### config.mk
export PLATFORM = sky130hd
export DESIGN_NAME = homing_method_sequencer
export DESIGN_NICKNAME = d
export VERILOG_FILES = /design/src/inc/homing_pkg.sv /design/src/design/homing_method_sequencer.sv
export SDC_FILE = /design/constraint.sdc
export NUM_CORES = 1
export LEC_CHECK = 0
export BUFFER_PORTS_ARGS = -buffer_cell sky130_fd_sc_hd__clkbuf_2
export CORE_UTILIZATION = 35
export DETAILED_ROUTE_END_ITERATION = 7
export HOLD_SLACK_MARGIN = 0.08
export PLACE_DENSITY_LB_ADDON = 0.08
export RECOVER_POWER = 25
export SYNTH_ARGS = -nofsm -noshare
export SYNTH_HDL_FRONTEND = slang
export SYNTH_SLANG_ARGS = --single-unit
### constraint.sdc
create_clock -name CLOCK -period 3.95 [get_ports CLOCK]
set_clock_uncertainty 0.2 [all_clocks]
set_input_delay 0.5925 -clock CLOCK [delete_from_list [all_inputs] [get_ports CLOCK]]
set_output_delay 0.5925 -clock CLOCK [all_outputs]
set_load 0.01 [all_outputs]
### src/inc/homing_pkg.sv
// shared types and constants of the homing sequencer
package homing_pkg;

    typedef struct packed {
        logic run;
        logic neg;
        logic high;
    } motion_s;

    typedef enum logic [1:0] {
        CASE_NONE,
        CASE_INVALID_FREE,
        CASE_VALID,
        CASE_INVALID_LIMIT
    } case_e;

    localparam motion_s MOTION_STOP = '{run: 1'h0, neg: 1'h0, high: 1'h0};
    localparam motion_s MOTION_POS_HIGH = '{run: 1'h1, neg: 1'h0, high: 1'h1};
    localparam motion_s MOTION_POS_LOW = '{run: 1'h1, neg: 1'h0, high: 1'h0};
    localparam motion_s MOTION_NEG_HIGH = '{run: 1'h1, neg: 1'h1, high: 1'h1};
    localparam motion_s MOTION_NEG_LOW = '{run: 1'h1, neg: 1'h1, high: 1'h0};

    localparam logic INPUTS_RESET = 1'h0;

endpackage : homing_pkg

### src/design/homing_method_sequencer.sv
// homing sequencer: positive-limit tail of the preceding method and method 26
//
// Behaviour
// preceding method limit case: index rise gives positive low, index fall negative low
// preceding method limit case: stop on home switch rise after index steps
// case 26.1 starts positive direction, high speed
// case 26.1: home switch rise drops to low speed, still positive
// case 26.1: index fall keeps positive low speed
// case 26.1: subsequent home switch fall stops the axis
// case 26.2 starts positive direction, low speed
// case 26.2: after home fall keep forward, stop on next home fall
// case 26.3: limit before home switch reverses to negative high speed
// case 26.3: index rise gives positive low, index fall keeps positive low
// case 26.3: home switch fall after index steps stops the axis
// home switch edge, not index, is the final origin
// case at start: home active means valid, else free; a limit hit while seeking changes it to limit
module homing_method_sequencer
    import homing_pkg::*;
(
    input wire logic CLOCK,
    input wire logic RESETN,
    input wire logic START,
    input wire logic ABORT,
    input wire logic PREV_METHOD,
    input wire logic HOME_SW,
    input wire logic POS_LIMIT,
    input wire logic INDEX,
    output motion_s MOTION,
    output case_e CASE_ID,
    output logic BUSY,
    output logic HOMED,
    output logic ORIGIN_STROBE
);

    typedef enum {
        ST_IDLE,
        ST_SEEK_FAST,
        ST_FREE_SLOW,
        ST_FREE_FINAL,
        ST_VALID_FIRST,
        ST_VALID_FINAL,
        ST_REV_FAST,
        ST_REV_INDEX,
        ST_LIMIT_FINAL
    } state_e;

    ////////////////////////////////////////////////////////////////////////
    // edge detection

    function automatic logic rise(input logic prev, input logic cur);
        rise = !prev && cur;
    endfunction : rise

    function automatic logic fall(input logic prev, input logic cur);
        fall = prev && !cur;
    endfunction : fall

    logic home_d_r;
    logic index_d_r;
    logic home_rise;
    logic home_fall;
    logic index_rise;
    logic index_fall;

    always_ff @(posedge CLOCK or negedge RESETN) begin
        if (!RESETN) begin
            home_d_r <= INPUTS_RESET;
            index_d_r <= INPUTS_RESET;
        end else begin
            home_d_r <= HOME_SW;
            index_d_r <= INDEX;
        end
    end

    assign home_rise = rise(home_d_r, HOME_SW);
    assign home_fall = fall(home_d_r, HOME_SW);
    assign index_rise = rise(index_d_r, INDEX);
    assign index_fall = fall(index_d_r, INDEX);

    ////////////////////////////////////////////////////////////////////////
    // sequence

    state_e state_r;
    state_e state_nxt;
    motion_s motion_nxt;
    case_e case_nxt;
    logic prev_r;
    logic origin_nxt;
    logic start_take;

    assign start_take = (state_r == ST_IDLE) && START;

    always_comb begin
        state_nxt = state_r;
        motion_nxt = MOTION;
        case_nxt = CASE_ID;
        origin_nxt = 1'h0;
        case (state_r)
            ST_IDLE: begin
                if (START) begin
                    if (HOME_SW) begin
                        state_nxt = ST_VALID_FIRST;
                        motion_nxt = MOTION_POS_LOW;
                        case_nxt = CASE_VALID;
                    end else begin
                        state_nxt = ST_SEEK_FAST;
                        motion_nxt = MOTION_POS_HIGH;
                        case_nxt = CASE_INVALID_FREE;
                    end
                end
            end
            ST_SEEK_FAST: begin
                if (POS_LIMIT) begin
                    state_nxt = ST_REV_FAST;
                    motion_nxt = MOTION_NEG_HIGH;
                    case_nxt = CASE_INVALID_LIMIT;
                end else if (home_rise) begin
                    state_nxt = ST_FREE_SLOW;
                    motion_nxt = MOTION_POS_LOW;
                end
            end
            ST_FREE_SLOW: begin
                if (index_fall) begin
                    state_nxt = ST_FREE_FINAL;
                    motion_nxt = MOTION_POS_LOW;
                end
            end
            ST_FREE_FINAL: begin
                if (home_fall) begin
                    state_nxt = ST_IDLE;
                    motion_nxt = MOTION_STOP;
                    origin_nxt = 1'h1;
                end
            end
            ST_VALID_FIRST: begin
                if (home_fall) begin
                    state_nxt = ST_VALID_FINAL;
                    motion_nxt = MOTION_POS_LOW;
                end
            end
            ST_VALID_FINAL: begin
                if (home_fall) begin
                    state_nxt = ST_IDLE;
                    motion_nxt = MOTION_STOP;
                    origin_nxt = 1'h1;
                end
            end
            ST_REV_FAST: begin
                if (index_rise) begin
                    state_nxt = ST_REV_INDEX;
                    motion_nxt = MOTION_POS_LOW;
                end
            end
            ST_REV_INDEX: begin
                if (index_fall) begin
                    state_nxt = ST_LIMIT_FINAL;
                    motion_nxt = prev_r ? MOTION_NEG_LOW : MOTION_POS_LOW;
                end
            end
            ST_LIMIT_FINAL: begin
                if ((prev_r && home_rise) || (!prev_r && home_fall)) begin
                    state_nxt = ST_IDLE;
                    motion_nxt = MOTION_STOP;
                    origin_nxt = 1'h1;
                end
            end
            default: begin
                state_nxt = ST_IDLE;
                motion_nxt = MOTION_STOP;
            end
        endcase
        if (ABORT) begin
            state_nxt = ST_IDLE;
            motion_nxt = MOTION_STOP;
            case_nxt = CASE_ID;
            origin_nxt = 1'h0;
        end
    end

    ////////////////////////////////////////////////////////////////////////
    // state and outputs

    always_ff @(posedge CLOCK or negedge RESETN) begin
        if (!RESETN) begin
            state_r <= ST_IDLE;
            MOTION <= MOTION_STOP;
            CASE_ID <= CASE_NONE;
            BUSY <= 1'h0;
            ORIGIN_STROBE <= 1'h0;
        end else begin
            state_r <= state_nxt;
            MOTION <= motion_nxt;
            CASE_ID <= case_nxt;
            BUSY <= (state_nxt != ST_IDLE);
            ORIGIN_STROBE <= origin_nxt;
        end
    end

    ////////////////////////////////////////////////////////////////////////
    // method latch

    always_ff @(posedge CLOCK or negedge RESETN) begin
        if (!RESETN) begin
            prev_r <= 1'h0;
        end else if (start_take) begin
            prev_r <= PREV_METHOD;
        end
    end

    ////////////////////////////////////////////////////////////////////////
    // homed flag, abort clear wins over a same-cycle origin set

    always_ff @(posedge CLOCK or negedge RESETN) begin
        if (!RESETN) begin
            HOMED <= 1'h0;
        end else if (origin_nxt) begin
            HOMED <= 1'h1;
        end else if (start_take || ABORT) begin
            HOMED <= 1'h0;
        end
    end

endmodule : homing_method_sequencer

After elaboration in Yosys (flattened, before gate mapping)
Cells that the tools add are included.
Storage, ports and cells
  bits in registers: 43
  bits in latches: 0
  memory bits (writable): 0
  bits in read-only memories: 0
  input port bits: 8
  output and inout bits: 8
  logic and storage cells: 87
  memories: 0
Cells by class
  $add $sub $neg: 0
  multipliers: 0
  divide/modulo/power cells: 0
  $lt $le $gt $ge: 0
  eq/ne operators: 18
  shifts and indexed selects: 0
  mux-type cells: 35
  bitwise gates (word level): 1
  reductions and logical operators: 22
Operators with widths (count)
  $mux W32: 10
  $pmux W32 S8: 1
  $eq A32 B3 Y1 const B: 4
  $eq A32 B2 Y1 const B: 2
  $logic_not A32 Y1: 2
  $mux W3: 11
  $eq A32 B1 Y1 const B: 1
  $eq A32 B4 Y1 const B: 1
  $reduce_bool A32 Y1: 1
  $pmux W3 S8: 1
  $ne A3 B3 Y1 const B: 6
  $mux W2: 4
  $reduce_and A8 Y1: 1
  $logic_and A1 B1 Y1: 7
  $mux W1: 6
  $logic_not A1 Y1: 5
  $ne A2 B2 Y1 const B: 2
  $ne A4 B4 Y1 const B: 1
  $pmux W2 S2: 1
  $reduce_and A4 Y1: 1
  $reduce_bool A2 Y1: 2
  $ne A3 B1 Y1 const B: 1
  $logic_or A1 B1 Y1: 2
  $pmux W1 S2: 1
  2 further kinds: 2

Logic depth before layout (Yosys ltp)
Gate-level depths: netlist of the first run.
  depth after elaboration: 8
  depth in mapped cells: 7
  gate-level depth less buffers: 6

Worst setup path before layout of the first run
Ideal clock, no wire load.
  path kind: input to register
  start: input INDEX
  end: register MOTION[2] (netlist bit)
  setup time: 77 ps
  data arrival time: 1862 ps
  data required time: 3673 ps
  slack: 1810 ps
  stages: 6
  path buffers: 0
  cells stage by stage: nand2b_1 -> mux2i_1 -> o21ai_0 -> a22o_1 -> or4b_1 -> a21oi_1
Between the ends
  word-level cells in the longest chain between the ends: 4
  elaborated cells on any way between the ends: 7
  classes of those cells: 3 x eq/ne; 4 x reduce/logical
RTL lines
  from (decl): line homing_method_sequencer.sv:27  | input wire logic INDEX,
  $logic_not A1 Y1: line homing_method_sequencer.sv:55  | fall = prev && !cur;
  $logic_and A1 B1 Y1: line homing_method_sequencer.sv:55
  $ne A3 B3 Y1 (no source line)
  $reduce_and A8 Y1 (no source line) (*)
  to (signal assigned): line homing_method_sequencer.sv:192  | MOTION <= motion_nxt;
  to (decl): line homing_method_sequencer.sv:28  | output motion_s MOTION,
Mark *: on every way between the ends. The rest lies on a longest branch, timed or not.
A chain may end at the register's enable or synchronous reset.

Worst setup path in the final report of the first run
  start: register state_r[4]
  end: register MOTION[2] (netlist bit)
Between the ends
  word-level cells in the longest chain between the ends: 4
  elaborated cells on any way between the ends: 21
  classes of those cells: 16 x eq/ne; 2 x mux; 3 x reduce/logical
RTL lines
  from (decl): line homing_method_sequencer.sv:83  | state_e state_r;
  from (signal assigned): line homing_method_sequencer.sv:191  | state_r <= state_nxt;
  $eq A32 B3 Y1 or $eq A32 B2 Y1 (tied branches): line homing_method_sequencer.sv:98  | case (state_r)
  $reduce_or A2 Y1 (no source line)
  $ne A3 B1 Y1 (no source line) or $pmux W3 S8 (tied branches)
  $reduce_and A8 Y1 (no source line) or $mux W3 (tied branches)
Several ways; a longest one is shown, not always the timed one.

==> results.json, run 1 <==
{
  "ys.flop_type": "dfrtp_1",
  "io_buffers": 15,
  "final.setup.tns_ns": 0,
  "cts_resized": 0,
  "synth_top_family_by_area": "simple AND/OR/NAND/NOR gates",
  "syn_area_sq_um": 1780,
  "violations": "capacitance limit, slew limit",
  "setup_slack_ns": 1.50,
  "hpwl_microns": 2420,
  "synth_compound_area_share_pct": 12.0,
  "wl_met3_microns": 141,
  "dp_cells": 256,
  "biggestRegsByFlops": "state_r x32, MOTION x3, CASE_ID x2",
  "synth_cells": 153,
  "switching_share_pct": 22.4,
  "yosys.area.top_type_share_pct": 60.5,
  "core_area_sq_um": 4820,
  "synthXorXnorAreaFrac_pct": 0.492,
  "diodes": 0,
  "antenna_found_initial": 0,
  "fmax_mhz": 408,
  "firstDrtPassIters": 4,
  "synthAdderAreaFrac_pct": 0,
  "htreeDepth": 2,
  "maxSlewViolCount": 44,
  "crit_chain": "nor4_1 > nand2b_1 > or4b_1 > a21oi_1",
  "slowest_stage": "nor4_1",
  "yosysSeqAreaShare_pct": 60.5,
  "nNetsFinal": 204,
  "min_period_ns": 2.45,
  "ys_seq_elements": 43,
  "maxCapViolCount": 1,
  "rsz0062_at_grt": "false",
  "cp.required_ns": 3.96,
  "synth_mux_area_share_pct": 3.02,
  "cts_buffer_depth": 2,
  "pwr-share-seq_pct": 58.9,
  "async_flop_share_pct": 100,
  "clk_pin_slew_ns": 0.08,
  "critPathMaxStageDelay_ns": 0.68,
  "ctsHoldBuffers": 0,
  "wl_met2_microns": 1600,
  "cp.arrival_ns": 2.46,
  "timing.rr.start": "state_r[4]$_DFF_PN0_",
  "grtUsageTotal_pct": 14.7,
  "insertion_delay_ns": 0.29,
  "p_comb_share_pct": 4.4,
  "rows": 25,
  "fill_cells": 487,
  "cts_setup_buffers": 0,
  "yosys.area.top_type": "dfrtp_1",
  "largest_register": "state_r",
  "die_y_microns": 73.3,
  "status": "complete, but fails checks",
  "final_util_pct": 43.3,
  "clockPowerShare_pct": 36.7,
  "synth_warnings": 0,
  "largest_reg_flops": 32,
  "vias_per_cell": 4.78,
  "ys_types": 44,
  "setup_viol": 0,
  "cp-end-kind": "flip-flop",
  "place_ws_ns": 1.51,
  "root_buffer": "clkbuf_8",
  "critical-path-top-delay-family": "simple AND/OR/NAND/NOR gates",
  "finalCritPeriodShare_pct": 62.0,
  "wirelength_microns": 3350,
  "synth_edf_count": 0,
  "die_w_microns": 73.3,
  "hold_viol": 0,
  "p_sw_uw": 176,
  "worst-slew-pin-transition_ns": 2.23,
  "yosys.area_share.simple_pct": 20.1,
  "cts_tree": "done",
  "grt_start_max_net_pins": 44,
  "place.gp.congestion": 0.890,
  "hp-start": "INDEX",
  "synth_area_per_cell_sq_um": 11.6,
  "grt-ovfl-total": 0,
  "crit_fanout": 8,
  "grt_pass1_wl_microns": 5860,
  "io_pins": 16,
  "power_density_nw_per_um2": 377,
  "path_buf_inv": 0,
  "drive_above_1_share_pct": 15.7,
  "synth.area.top_cells": "dfrtp_1 (60%), a21oi_1 (2.5%), nor2_1 (2.5%), nor4_1 (2.5%), nand2_1 (2.1%)",
  "drc": 0,
  "cts_buffers": 5,
  "wire_per_inst_microns": 12.7,
  "maxSlewHeadroom_pct": -48.9,
  "clock_sinks": 43,
  "first_iter_violations": 102,
  "layout.cells.non_filler": 264,
  "start_util_pct": 36.9,
  "total_power_uw": 786,
  "num_vias": 1262,
  "routedLengthMet1_microns": 1600,
  "critPathKind": "flip-flop to flip-flop",
  "p_leak_nw": 0.890,
  "syn2layout_area_growth_pct": 17.2,
  "grt_pass1_vias": 1210,
  "detail-route-antenna-nets": 0,
  "start_kind": "flip-flop",
  "p_int_uw": 610,
  "hold_class": "primary input to flip-flop",
  "worst_ir_drop_vdd_uv": 161,
  "top_layer": "met4",
  "startpoint": "state_r[4]$_DFF_PN0_",
  "die-area_sq_um": 5370
}
-- cells in the mapped netlist, types with 2 or more instances --
library cell,instances
nand3_1,5
or4_4,2
buf_6,2
mux2i_1,2
o21ai_0,7
nand2b_1,4
a21oi_1,9
nand4_1,2
a2bb2oi_1,2
nor3_1,4
nand2_1,10
o21bai_1,2
dfrtp_1,43
a31oi_1,3
inv_1,5
nor4_1,7
or3_1,2
o31ai_1,2
buf_4,2
nor2_1,12
o22ai_1,3
-- final timing paths --
path                                                to  slack (ns)  cells after the start
worst max-delay path             MOTION[2]$_DFFE_PN0P_        1.50                      4
worst min-delay path               index_d_r$_DFF_PN0_        0.23                      1
worst max register to register   MOTION[2]$_DFFE_PN0P_        1.50                      4
worst min register to register  CASE_ID[0]$_DFFE_PN0P_        0.34                      2
max in group asynchronous           home_d_r$_DFF_PN0_        1.52                      1
min in group asynchronous        state_r[26]$_DFF_PN0_        0.76                      1
-- final cells by class --
| class | instances | area (sq um) | area share [%] |
|---|---|---|---|
| Clock buffer | 6 | 82.6 | 3.96 |
| Clock inverter | 2 | 13.8 | 0.660 |
| Inverter | 5 | 18.8 | 0.900 |
| Multi-Input combinational cell | 126 | 739 | 35.5 |
| Sequential cell | 43 | 1080 | 51.6 |
| Tap cell | 67 | 83.8 | 4.02 |
| Timing Repair Buffer | 15 | 71.3 | 3.42 |
-- cell usage in the layout (no fill, tap or decap), drive strengths merged, types with 3 or more instances in the layout --
cell / instances
nand2b: 5
nor3: 5
o22ai: 3
nor4: 8
nor2: 13
clkbuf: 21
o21ai: 8
nand3: 6
a31oi: 3
conb: 28
nand2: 10
inv: 6
a21oi: 9
dfrtp: 43
-- power groups by stage --
stage / Sequential (mW) / Clock, mW / Combinational [mW]
finish: 0.463 / 0.289 / 0.0347
global route: 0.465 / 0.324 / 0.0407
CTS: 0.463 / 0.301 / 0.0354
detailed placement: 0.472 / 0 / 0.0353
global placement: 0.471 / 0 / 0.0352
floorplan: 0.471 / 0 / 0.0160
-- kinds of logic (layout without fill, tap and decap cells) --
kind of cell,Yosys count,in the layout
compound gates,34,34
xor+xnor,1,1
flops,43,43
simple gates,59,59
mux,4,4
other cells,1,28
buf+inv,11,28
-- per-layer routing --
| layer | up-vias | GRT usage (%) |
|---|---|---|
| li1 | 609 | - |
| met1 | 617 | 21.2 |
| met2 | 34 | 21.4 |
| met3 | 2 | 4.39 |
| met4 | 0 | 4.49 |
| met5 | - | 0 |
-- through the flow --
step / hold slack [ns] / instance area, sq um
floorplan: 0.0969 / 1880
global placement: 0.319 / 1990
detailed placement: 0.328 / 1990
CTS: 0.214 / 2090
global route: 0.222 / 2090
finish: 0.229 / 2090
No activity file was read; power rests on OpenSTA's default activity.
==> run 2: changes to the inputs <==
Clock period 3.95 ns to 2.1 ns, I/O delays scaled along.
==> run 2 against run 1 <==
  * The run ends with setup timing left
  * Register-to-register slack got worse by 1.6 ns
  * Critical path depth increased by 1
  * Count of clock-buffer cells in the layout unchanged
  * Worst hold slack got worse by 0.15 ns
  * Critical path type unchanged
  * Largest cell class unchanged
==> results.json, run 2 (synthesis results as in run 1) <==
{
  "diodes": 0,
  "violations": "setup timing",
  "cts_buffers": 5,
  "start_kind": "flip-flop",
  "maxCapViolCount": 0,
  "crit_chain": "or4_4 > or4_4 > nor3_4 > buf_4 > o21ai_2",
  "slowest_stage": "or4_4",
  "antenna_found_initial": 0,
  "maxSlewHeadroom_pct": 31.7,
  "wirelength_microns": 3600,
  "die_w_microns": 73.3,
  "place.gp.congestion": 0.858,
  "hold_depth": 2,
  "clockPowerShare_pct": 34.2,
  "layout.cells.non_filler": 289,
  "fmax_mhz": 460,
  "clock_sinks": 43,
  "core_area_sq_um": 4820,
  "rsz0062_at_grt": "true",
  "layout_commonest_cell": "dfrtp_1",
  "holdPathEnd": "prev_r$_DFFE_PN0P_",
  "critPathMaxStageDelay_ns": 0.55,
  "grt_pass1_wl_microns": 6090,
  "setup_slack_ns": -0.0751,
  "first_iter_violations": 97,
  "root_buffer": "clkbuf_8",
  "htreeDepth": 2,
  "hpwl_microns": 2650,
  "firstDrtPassIters": 4,
  "switching_share_pct": 22.6,
  "timing.rr.start": "state_r[4]$_DFF_PN0_",
  "p_comb_share_pct": 5.7,
  "grtUsageTotal_pct": 15.2,
  "insertion_delay_ns": 0.29,
  "setup_viol": 3,
  "start_util_pct": 36.9,
  "p_sw_uw": 328,
  "status": "complete, but fails checks",
  "grt_pass1_vias": 1333,
  "die-area_sq_um": 5370,
  "hp-start": "PREV_METHOD",
  "crit_fanout": 4,
  "detail-route-antenna-nets": 0,
  "finalCritPeriodShare_pct": 104,
  "path_common_cell": "or4_4",
  "place_ws_ns": -0.0347,
  "biggestRegsByFlops": "state_r x32, MOTION x3, CASE_ID x2",
  "r2r_end": "CASE_ID[0]$_DFFE_PN0P_",
  "rrSetupSlack_ns": -0.08,
  "grt_start_max_net_pins": 44,
  "grt-ovfl-total": 0,
  "hold_viol": 0,
  "cp-end-kind": "flip-flop",
  "hold_class": "primary input to flip-flop",
  "critPathKind": "flip-flop to flip-flop",
  "vias_per_cell": 4.66,
  "maxSlewViolCount": 0,
  "dp_cells": 274,
  "p_leak_nw": 1.02,
  "power_density_nw_per_um2": 617,
  "die_y_microns": 73.3,
  "worst-slew-pin-transition_ns": 1.03,
  "cts_buffer_depth": 2,
  "io_buffers": 15,
  "num_vias": 1348,
  "pwr-share-seq_pct": 60.1,
  "cp.arrival_ns": 2.16,
  "p_int_mw": 1.12,
  "cts_tree": "done",
  "drc": 0,
  "min_period_ns": 2.18,
  "mostFrequentLayoutCells": "dfrtp_1 (42), conb_1 (28), buf_4 (19), clkbuf_2 (14), nor2_1 (12)",
  "clk_pin_slew_ns": 0.08,
  "nNetsFinal": 229,
  "syn2layout_area_growth_pct": 32.3,
  "reg2reg_depth": 5,
  "largest_reg_flops": 32,
  "rows": 25,
  "cp.required_ns": 2.08,
  "drive_above_1_share_pct": 30.6,
  "io_pins": 16,
  "worst_ir_drop_vdd_uv": 442,
  "largest_register": "state_r",
  "wire_per_inst_microns": 12.4
}
-- run 2: cell count changes in the layout (fill, tap and decap cells not counted), moves of 2 or more --
cell and delta:
o21ai_0 -3, nor4_1 -4, o21ai_2 +2, a21oi_1 -2, buf_4 +19, a21oi_2 +2
nor4_2 +4, clkbuf_2 +2, dlygate4sd3_1 +4
-- run 2: worst max-delay path, delay by kind of cell (launching register included) --
kind,cells,cell delay [ns]
AO/OA/AOI/OAI,1,0.04
flip-flops,1,0.39
AND/OR/NAND/NOR,3,1.29
buffers and inverters,1,0.15
-- run 2: power groups by stage --
stage               logic, mW  registers [mW]  clock network [mW]
global route           0.0950           0.877               0.561
global placement       0.0741           0.886                   0
detailed placement     0.0739           0.887                   0
finish                 0.0823           0.873               0.497
floorplan              0.0301           0.886                   0
CTS                    0.0806           0.871               0.518
-- run 2: per-layer routing --
metal	track usage (%)	share of wire, %	vias up
met2	23.4	46	43
met3	4.12	4.7	11
li1	-	-	657
met5	0	0	-
met1	20.1	46	637
met4	6.84	2.6	0
-- run 2: how the worst max path moves through the flow --
stage	start	end	slack, ns	cells after the start
final	state_r[4]$_DFF_PN0_	CASE_ID[0]$_DFFE_PN0P_	-0.08	5
after floorplan	state_r[4]$_DFF_PN0_	MOTION[0]$_DFFE_PN0P_	0.07	5
after global routing	state_r[4]$_DFF_PN0_	CASE_ID[1]$_DFFE_PN0P_	-0.17	5
after detailed placement	HOME_SW	MOTION[2]$_DFFE_PN0P_	-0.03	7
after CTS	state_r[4]$_DFF_PN0_	CASE_ID[1]$_DFFE_PN0P_	-0.04	5
after global placement	state_r[1]$_DFF_PN0_	MOTION[2]$_DFFE_PN0P_	-0.03	6
-- run 2: cell type report --
class                      count  area (sq um)
fill                         467          2460
sequential                    43          1080
multi-input combinational    126           817
timing repair buffer          40           272
tap                           67          83.8
clock buffer                   6          72.6
inverter                       5          18.8
clock inverter                 2          12.5
-- run 2: through the flow --
| step | util [%] | hold slack [ns] | TNS (ns) | area (sq um) | total power [mW] |
|---|---|---|---|---|---|
| 3_5_place_dp | 44.2 | 0.222 | -0.0748 | 2130 | 0.961 |
| 5_1_grt | 48.9 | 0.0835 | -0.579 | 2350 | 1.53 |
| 4_1_cts | 47.0 | 0.0834 | -0.0702 | 2260 | 1.47 |
| 6_report | 48.9 | 0.0812 | -0.172 | 2350 | 1.45 |
| 3_3_place_gp | 44.2 | 0.208 | -0.0328 | 2130 | 0.960 |
| 2_1_floorplan | - | -0.181 | 0 | 1880 | 0.916 |
-- run 2: repair_timing --
item,in CTS,in global routing
resized for setup,1,20
setup endpoints to repair,4,12
setup buffers,1,2
hold buffers,4,0
endpoints found under the hold margin,47,0
pin swaps,0,6
